--- config.mk ---
export PLATFORM = sky130hd
export DESIGN_NAME = dtt_top
export DESIGN_NICKNAME = d
export VERILOG_FILES = /design/src/hdl/dtt_pkg.sv /design/src/hdl/dtt_top.sv /design/src/hdl/dtt_decode.sv
export VERILOG_INCLUDE_DIRS = /design/src /design/src/hdl
export SDC_FILE = /design/constraint.sdc
export NUM_CORES = 1
export LEC_CHECK = 0
export BUFFER_PORTS_ARGS = -buffer_cell sky130_fd_sc_hd__buf_2
export CORE_ASPECT_RATIO = 2
export CORE_UTILIZATION = 45
export DETAILED_ROUTE_END_ITERATION = 16
export GPL_TIMING_DRIVEN = 0
export PLACE_DENSITY = 0.69
export REMOVE_ABC_BUFFERS = 1
export SLEW_MARGIN = 20
export SYNTH_ARGS = -nofsm -noshare
export SYNTH_HDL_FRONTEND = slang
export SYNTH_SLANG_ARGS = --single-unit
--- constraint.sdc ---
create_clock -name clk_i -period 5.6 [get_ports clk_i]
set_clock_uncertainty 0.05 [all_clocks]
set_input_delay 1.12 -clock clk_i [delete_from_list [all_inputs] [get_ports clk_i]]
set_output_delay 1.12 -clock clk_i [all_outputs]
set_load 0.01 [all_outputs]
--- src/hdl/dtt_params.svh ---
// constants of the dram timing turnaround configuration block
// assumes inclusion by hdl/dtt_pkg.sv and the design modules
`ifndef DTT_PARAMS_SVH
`define DTT_PARAMS_SVH
`define DTT_DRAM_TIMING_OFS  8'h78
`define DTT_DRAM_TIMING_RST  32'h9599_9604
`define DTT_RDPTR_MSB        31
`define DTT_RDPTR_LSB        30
`define DTT_WRRD_MSB         29
`define DTT_WRRD_LSB         28
`define DTT_RDWR_MSB         27
`define DTT_RDWR_LSB         26
`define DTT_RDRD_MSB         25
`define DTT_RDRD_LSB         24
`define DTT_TRFC_MSB         23
`define DTT_TRFC_LSB         22
`define DTT_FREQ_OFS         8'h7C
`define DTT_STAT_OFS         8'h80
`define DTT_FREQ_RST         2'h2
`define DTT_TRFC00_133       5'h0A
`define DTT_TRFC00_167       5'h0C
`define DTT_TRFC00_200       5'h0F
`define DTT_TRFC10_133       5'h10
`define DTT_TRFC10_167       5'h14
`define DTT_TRFC10_200       5'h1A
`define DTT_TRFC01_200       5'h15
`endif

--- src/hdl/dtt_pkg.sv ---
// types of the dram timing turnaround configuration block
// assumes dtt_params.svh is on the include path
`include "dtt_params.svh"
package dtt_pkg;
  // command clock frequency selection
  typedef enum logic [1:0] {
    DTT_F133 = 2'h0,
    DTT_F167 = 2'h1,
    DTT_F200 = 2'h2
  } dtt_freq_t;
endpackage

--- src/hdl/dtt_top.sv ---
// dram timing turnaround configuration register and gap enforcement
// assumes a single-cycle register port and a scheduler on the same clock
//
// The address-and-strobe port was chosen for this implementation.
`include "dtt_params.svh"
module dtt_top
  import dtt_pkg::*;
(
  // clock and reset
  input  wire logic        clk_i,
  input  wire logic        sys_rst_i,
  // register port
  input  wire logic [7:0]  addr_i,
  input  wire logic [31:0] wdata_i,
  input  wire logic        wr_i,
  input  wire logic        rd_i,
  output logic      [31:0] rdata_o,
  // scheduler command events, one-cycle pulses
  input  wire logic        sch_rd_i,
  input  wire logic        sch_wr_i,
  input  wire logic        sch_ref_i,
  input  wire logic        sch_new_rank_i,
  // scheduler grants and settings
  output logic             rd_ok_o,
  output logic             wr_ok_o,
  output logic             ref_busy_o,
  output logic      [1:0]  rdptr_dly_o
);
  logic [31:0] timing_q;              // dram_timing register
  logic [1:0]  freq_q;                // command clock selection
  logic [31:0] rdata_q;               // read data register
  logic [4:0]  gap_q, gap_d;          // data bus gap down-counter
  logic [4:0]  ref_q, ref_d;          // refresh busy down-counter
  logic        rd_ok_q, wr_ok_q;      // registered grants
  logic [1:0]  rdptr_q;               // registered pointer delay
  logic [1:0]  rdptr_clk, wrrd_clk, rdrd_clk;
  logic [2:0]  rdwr_clk;
  logic [4:0]  trfc_clk, bad;
  logic        last_rd_q, last_rd_d;  // last bus transfer was a read
  wire  [1:0]  rdptr_code = timing_q[`DTT_RDPTR_MSB:`DTT_RDPTR_LSB]; // raw delay code

  // saturating count-down shared by the three gap counters
  function automatic logic [4:0] sat_dec(input logic [4:0] v);
    return (v != 5'h0) ? v - 5'h1 : 5'h0;
  endfunction

  dtt_decode u_dec (
    .rdptr_i     (timing_q[`DTT_RDPTR_MSB:`DTT_RDPTR_LSB]),
    .wrrd_i      (timing_q[`DTT_WRRD_MSB:`DTT_WRRD_LSB]),
    .rdwr_i      (timing_q[`DTT_RDWR_MSB:`DTT_RDWR_LSB]),
    .rdrd_i      (timing_q[`DTT_RDRD_MSB:`DTT_RDRD_LSB]),
    .trfc_i      (timing_q[`DTT_TRFC_MSB:`DTT_TRFC_LSB]),
    .freq_i      (freq_q),
    .rdptr_clk_o (rdptr_clk),
    .wrrd_clk_o  (wrrd_clk),
    .rdwr_clk_o  (rdwr_clk),
    .rdrd_clk_o  (rdrd_clk),
    .trfc_clk_o  (trfc_clk),
    .bad_o       (bad)
  );

  // address decode
  wire sel_tim  = (addr_i == `DTT_DRAM_TIMING_OFS);
  wire sel_freq = (addr_i == `DTT_FREQ_OFS);
  wire sel_stat = (addr_i == `DTT_STAT_OFS);
  wire [31:0] rd_mux = sel_tim  ? timing_q :
                       sel_freq ? {30'h0, freq_q} :
                       sel_stat ? {27'h0, bad} : 32'h0;

  // register writes; reserved timing codes are stored but flagged for software, frequency code 3 is dropped
  always_ff @(posedge clk_i or posedge sys_rst_i) begin
    if (sys_rst_i) begin
      timing_q <= `DTT_DRAM_TIMING_RST;
      freq_q   <= `DTT_FREQ_RST;
    end else if (wr_i && sel_tim) begin
      timing_q <= wdata_i;
    end else if (wr_i && sel_freq) begin
      freq_q   <= (wdata_i[1:0] == 2'h3) ? freq_q : wdata_i[1:0];
    end
  end

  // read data valid only in the cycle after the strobe
  always_ff @(posedge clk_i or posedge sys_rst_i) begin
    if (sys_rst_i) rdata_q <= 32'h0;
    else           rdata_q <= rd_i ? rd_mux : 32'h0;
  end

  // last data bus transfer type, for choosing the gap
  wire rd_evt = sch_rd_i;
  wire wr_evt = sch_wr_i && !sch_rd_i;

  // gap counter: loads the count owed to the next opposite command
  always_comb begin
    gap_d = sat_dec(gap_q);
    if (wr_evt)
      gap_d = sch_new_rank_i ? {3'h0, wrrd_clk} : 5'h0;
    else if (rd_evt)
      gap_d = {2'h0, rdwr_clk};
  end

  // remembers which kind of gap is pending; the event of this cycle must
  // already steer the grant, or the first cycle of every gap leaks through
  assign last_rd_d = rd_evt ? 1'b1 : (wr_evt ? 1'b0 : last_rd_q);
  always_ff @(posedge clk_i or posedge sys_rst_i) begin
    if (sys_rst_i) last_rd_q <= 1'b0;
    else           last_rd_q <= last_rd_d;
  end

  // read-to-read rank gap uses its own shorter count
  logic [4:0] rr_q, rr_d;
  always_comb begin
    rr_d = sat_dec(rr_q);
    if (rd_evt) rr_d = {3'h0, rdrd_clk};
  end

  // refresh busy counter
  always_comb begin
    ref_d = sat_dec(ref_q);
    if (sch_ref_i) ref_d = trfc_clk;
  end

  always_ff @(posedge clk_i or posedge sys_rst_i) begin
    if (sys_rst_i) begin
      gap_q <= 5'h0;
      rr_q  <= 5'h0;
      ref_q <= 5'h0;
    end else begin
      gap_q <= gap_d;
      rr_q  <= rr_d;
      ref_q <= ref_d;
    end
  end

  // grants: counters at zero free the bus; a read waits on rdrd after any read, never on rdwr
  // a refresh blocks both kinds; the gap counter only blocks the opposite kind
  wire rd_free = (ref_d == 5'h0) && (last_rd_d ? 1'b1 : (gap_d == 5'h0));
  wire wr_free = (ref_d == 5'h0) && (last_rd_d ? (gap_d == 5'h0) : 1'b1);
  always_ff @(posedge clk_i or posedge sys_rst_i) begin
    if (sys_rst_i) begin
      rd_ok_q <= 1'b1;
      wr_ok_q <= 1'b1;
      rdptr_q <= 2'h0;
    end else begin
      rd_ok_q <= rd_free && (rr_d == 5'h0);
      wr_ok_q <= wr_free;
      rdptr_q <= rdptr_clk;
    end
  end

  assign rdata_o     = rdata_q;
  assign rd_ok_o     = rd_ok_q;
  assign wr_ok_o     = wr_ok_q;
  assign rdptr_dly_o = rdptr_q;
  logic ref_busy_q;
  always_ff @(posedge clk_i or posedge sys_rst_i) begin
    if (sys_rst_i) ref_busy_q <= 1'b0;
    else           ref_busy_q <= (ref_d != 5'h0);
  end
  assign ref_busy_o = ref_busy_q;

  // checks
  property p_rdwr_gap;
    @(posedge clk_i) disable iff (sys_rst_i)
    sch_rd_i |=> !wr_ok_o;
  endproperty
  a_rdwr_gap: assert property (p_rdwr_gap) else $error("write granted inside gap");

  property p_ref_busy;
    @(posedge clk_i) disable iff (sys_rst_i)
    (sch_ref_i && trfc_clk == `DTT_TRFC10_133) |=> ref_busy_o [*8];
  endproperty
  a_ref_busy: assert property (p_ref_busy) else $error("refresh busy dropped early");

  property p_rdptr;
    @(posedge clk_i) disable iff (sys_rst_i)
    1'b1 |=> (rdptr_dly_o != 2'h3);
  endproperty
  a_rdptr: assert property (p_rdptr) else $error("pointer delay reserved");

  property p_wrrd;
    @(posedge clk_i) disable iff (sys_rst_i)
    (sch_wr_i && !sch_rd_i && !sch_ref_i && sch_new_rank_i && wrrd_clk != 2'h0)
      |=> !rd_ok_o;
  endproperty
  a_wrrd: assert property (p_wrrd) else $error("read granted inside bubble");

  property p_rdrd;
    @(posedge clk_i) disable iff (sys_rst_i)
    (sch_rd_i && rdrd_clk != 2'h0) |=> !rd_ok_o;
  endproperty
  a_rdrd: assert property (p_rdrd) else $error("read granted inside rank gap");

  property p_reg;
    @(posedge clk_i) disable iff (sys_rst_i)
    (wr_i && sel_tim) ##1 (rd_i && sel_tim) |=> (rdata_o == $past(wdata_i, 2));
  endproperty
  a_reg: assert property (p_reg) else $error("timing register readback wrong");

  // a refresh must hold off both grants, not only raise busy
  property p_ref_block;
    @(posedge clk_i) disable iff (sys_rst_i)
    (sch_ref_i && trfc_clk != 5'h0) |=> (ref_busy_o && !rd_ok_o && !wr_ok_o);
  endproperty
  a_ref_block: assert property (p_ref_block) else $error("grant in refresh");

  // read data must not linger past its one cycle
  property p_rd_idle;
    @(posedge clk_i) disable iff (sys_rst_i)
    !rd_i |=> (rdata_o == 32'h0);
  endproperty
  a_rd_idle: assert property (p_rd_idle) else $error("stale read data");

  // each defined pointer code gives that many clocks
  property p_rdptr_code;
    @(posedge clk_i) disable iff (sys_rst_i)
    (rdptr_code != 2'h3) |=> (rdptr_dly_o == $past(rdptr_code));
  endproperty
  a_rdptr_code: assert property (p_rdptr_code) else $error("bad delay");

  // a write to the same rank adds no bubble before the next read
  property p_wr_same;
    @(posedge clk_i) disable iff (sys_rst_i)
    (sch_wr_i && !sch_rd_i && !sch_ref_i && !sch_new_rank_i &&
     ref_q <= 5'h1 && rr_q <= 5'h1) |=> rd_ok_o;
  endproperty
  a_wr_same: assert property (p_wr_same) else $error("needless bubble");
endmodule

--- src/hdl/dtt_decode.sv ---
// decoder from timing field codes to command clock counts
// assumes codes and frequency come from registers on the same clock
`include "dtt_params.svh"
module dtt_decode
  import dtt_pkg::*;
(
  // field codes
  input  wire logic [1:0] rdptr_i,
  input  wire logic [1:0] wrrd_i,
  input  wire logic [1:0] rdwr_i,
  input  wire logic [1:0] rdrd_i,
  input  wire logic [1:0] trfc_i,
  input  wire logic [1:0] freq_i,
  // decoded counts and legality
  output logic      [1:0] rdptr_clk_o,
  output logic      [1:0] wrrd_clk_o,
  output logic      [2:0] rdwr_clk_o,
  output logic      [1:0] rdrd_clk_o,
  output logic      [4:0] trfc_clk_o,
  output logic      [4:0] bad_o
);
  // 200 MHz alone unlocks the 3-clock bubble codes
  wire is200 = (freq_i == DTT_F200);
  assign rdptr_clk_o = (rdptr_i == 2'h3) ? 2'h0 : rdptr_i;
  assign wrrd_clk_o  = wrrd_i;
  assign rdwr_clk_o  = {1'b0, rdwr_i} + 3'h1;
  assign rdrd_clk_o  = rdrd_i;
  // refresh cycle time table by code and frequency
  assign trfc_clk_o =
    (trfc_i == 2'h0) ? ((freq_i == DTT_F133) ? `DTT_TRFC00_133 :
                        (freq_i == DTT_F167) ? `DTT_TRFC00_167 : `DTT_TRFC00_200) :
    (trfc_i == 2'h2) ? ((freq_i == DTT_F133) ? `DTT_TRFC10_133 :
                        (freq_i == DTT_F167) ? `DTT_TRFC10_167 : `DTT_TRFC10_200) :
    (trfc_i == 2'h1 && is200) ? `DTT_TRFC01_200 : 5'h00;
  // one flag per field: code reserved at this frequency
  assign bad_o[0] = (rdptr_i == 2'h3);
  assign bad_o[1] = (wrrd_i == 2'h0) || (wrrd_i == 2'h3 && !is200);
  assign bad_o[2] = 1'b0;
  assign bad_o[3] = (rdrd_i == 2'h0) || (rdrd_i == 2'h3 && !is200);
  assign bad_o[4] = (trfc_i == 2'h3) || (trfc_i == 2'h1 && !is200);
endmodule

==> qor.yml <==
power_density_nw_per_um2: 327.4
cp.required_ps: 5770
nets: 424
placed_cells: 456
hpwl_mm: 5.171
fmax_mhz: 381.1
grt_pass1_wl_mm: 11.99
postCtsHoldBufs: 0
cts_resized: 0
numPortBuffers: 84
crit_arrival_ps: 2790
synth-edff-count: 0
relSlewSlack: 0.3685
clk_latency_ps: 340
grt_pass1_vias: 2493
synth.yosys.seq_area_share: 0.5977
slew_violations: 0
ys_ff_latch: 87
via_per_inst: 5.070
cts_setup_buffers: 0
grt_max_degree: 50
pin_count: 85
end_kind: "register"
run_status: "finished, final reports clean"
multi_input_area_sq_um: 1360
most-common-layout-cells: "buf_2 (84), dfrtp_1 (71), mux2_4 (28), and2_1 (28), dfstp_2 (16)"
setup_violations: 0
coreArea_sq_um: 7943
final_common_cell: "buf_2"
grt.total_usage: 0.1918
drcViolationCount: 0
cp-start-kind: "primary input"
cts_buffer_depth: 2
avgSynthCellArea_sq_um: 12.99
hold_class: "reg2reg"
drt-pass1-iter-count: 4
ant_nets: 0
initial_utilization: 0.4628
critical_path_class: "in2reg"
ys_async_sr_fraction: 1.000
fill_cells: 702
syn_inst: 283
antenna_found_initial: 1
rsz0062_at_grt: "false"
cts_inserted_buffers: 9
rows: 46
ys_warn_count: 0
overflow: 0
p_leak_nw: 2.360
fin_setup_tns_ps: 0
wl_per_cell_microns: 15.54
fin_crit_sh: 0.4686
routabilityCongestion: 0.7858
clk_pin_slew_ps: 60
cap_viol_max_count: 0
num_vias: 2398
finalHoldViolCount: 0
hold_slack_ps: 438.9
die_width_microns: 65.91
seqCellArea_sq_um: 2197
initialDrtViolationCount: 111
cts-root-buf: "clkbuf_16"
cts_tree: "built"
final_cell_count_no_fill: 473
yosysUniqueCellTypes: 47
vdd_drop_max_mv: 0.2031
ys.flop_type: "dfrtp_1"
die_area_sq_um: 8556
syn2layout_area_growth_pct: 22.09
cts.htree.levels: 3
routed_wirelength_mm: 7.349
drive_gt1_frac: 0.4133
cp_max_fo: 33
worst_pin_slew_ps: 947.3
cts.sinks: 87
netlist_area_sq_um: 3676
fin_crit_ps: 2624
die_y_microns: 129.8
[worst max-delay path: stages]
cell and delay (ps):
buf_2 100, nand3_2 90, nor3b_4 390, nand3_4 570, mux2_4 500
[final timing paths]
path	start	endpoint	slack (ps)	cells after the start
min in group asynchronous	sys_rst_i	timing_q[14]$_DFFE_PP0P_	770	2
hold / removal	timing_q[21]$_DFFE_PP0P_	rdata_o[21]$_DFF_PP0_	440	1
setup reg to reg	rr_q[0]$_DFF_PP0_	rd_ok_o$_DFF_PP1_	3710	7
setup / recovery	addr_i[4]	timing_q[18]$_DFFE_PP0P_	2980	5
hold reg to reg	timing_q[21]$_DFFE_PP0P_	rdata_o[21]$_DFF_PP0_	440	1
max in group asynchronous	sys_rst_i	timing_q[23]$_DFFE_PP1P_	4060	3
[kinds of logic after synthesis]
| kind of cell | Yosys count | share of synthesized area |
|---|---|---|
| adder cells (fa/ha/maj) | 5 | 0.01702 |
| AND/OR/NAND/NOR | 87 | 0.1382 |
| AO/OA/AOI/OAI | 45 | 0.07931 |
| buffers and inverters | 23 | 0.03233 |
| flip-flops | 87 | 0.5977 |
| multiplexers | 31 | 0.1236 |
| XOR/XNOR | 5 | 0.01191 |
[report_power, final]
group	internal (mW)	switching, mW
clock	0.366	0.228
sequential	0.668	0.0278
combinational	0.0856	0.0928
total	1.12	0.349
[cell usage after synthesis, types with 4 or more instances]
library cell | number | share of area
nand2_1 | 14 | 0.014
nor3_1 | 5 | 0.0068
nor2b_1 | 7 | 0.012
ha_1 | 5 | 0.017
dfrtp_1 | 71 | 0.48
nor2_1 | 13 | 0.013
xnor2_1 | 5 | 0.012
o21ai_0 | 13 | 0.018
nand2b_1 | 4 | 0.0068
dfstp_2 | 16 | 0.11
mux2_4 | 28 | 0.11
inv_1 | 15 | 0.015
a21oi_1 | 9 | 0.012
and2_1 | 28 | 0.048
a21o_1 | 4 | 0.0082
[metrics by stage]
stage / total power [mW] / setup slack, ps / util / area (sq um)
2_1_floorplan: 0.8243 / 2206 / - / 3613
3_3_place_gp: 0.8706 / 1305 / 0.5230 / 4154
3_5_place_dp: 0.8829 / 2606 / 0.5268 / 4184
4_1_cts: 1.489 / 2962 / 0.5644 / 4483
5_1_grt: 1.540 / 2867 / 0.5651 / 4488
6_report: 1.469 / 2976 / 0.5651 / 4488
[sequential cells by signal, indices dropped and copies added, names as in the netlist]
register,flops
timing_q,32
ref_q,5
rdata_o,32
ref_busy_o,1
rr_q,5
wr_ok_o,1
rdptr_dly_o,2
last_rd_q,1
freq_q,2
gap_q,5
rd_ok_o,1
[routing by layer]
metal | part of all wire | track usage
met5 | 0 | 0
met4 | 0.029 | 0.1113
met3 | 0.039 | 0.05594
met2 | 0.54 | 0.3187
met1 | 0.39 | 0.2136
[final cells by class]
| class | instances | area share |
|---|---|---|
| multi-input cells | 173 | 0.3030 |
| inverters | 15 | 0.01310 |
| diodes | 2 | 0.001115 |
| clock inverters | 3 | 0.009479 |
| flip-flops and latches | 87 | 0.4895 |
| well taps | 96 | 0.02676 |
| clock buffers | 12 | 0.05715 |
| repair buffers | 85 | 0.09981 |
No activity file was read; power rests on OpenSTA's default activity.
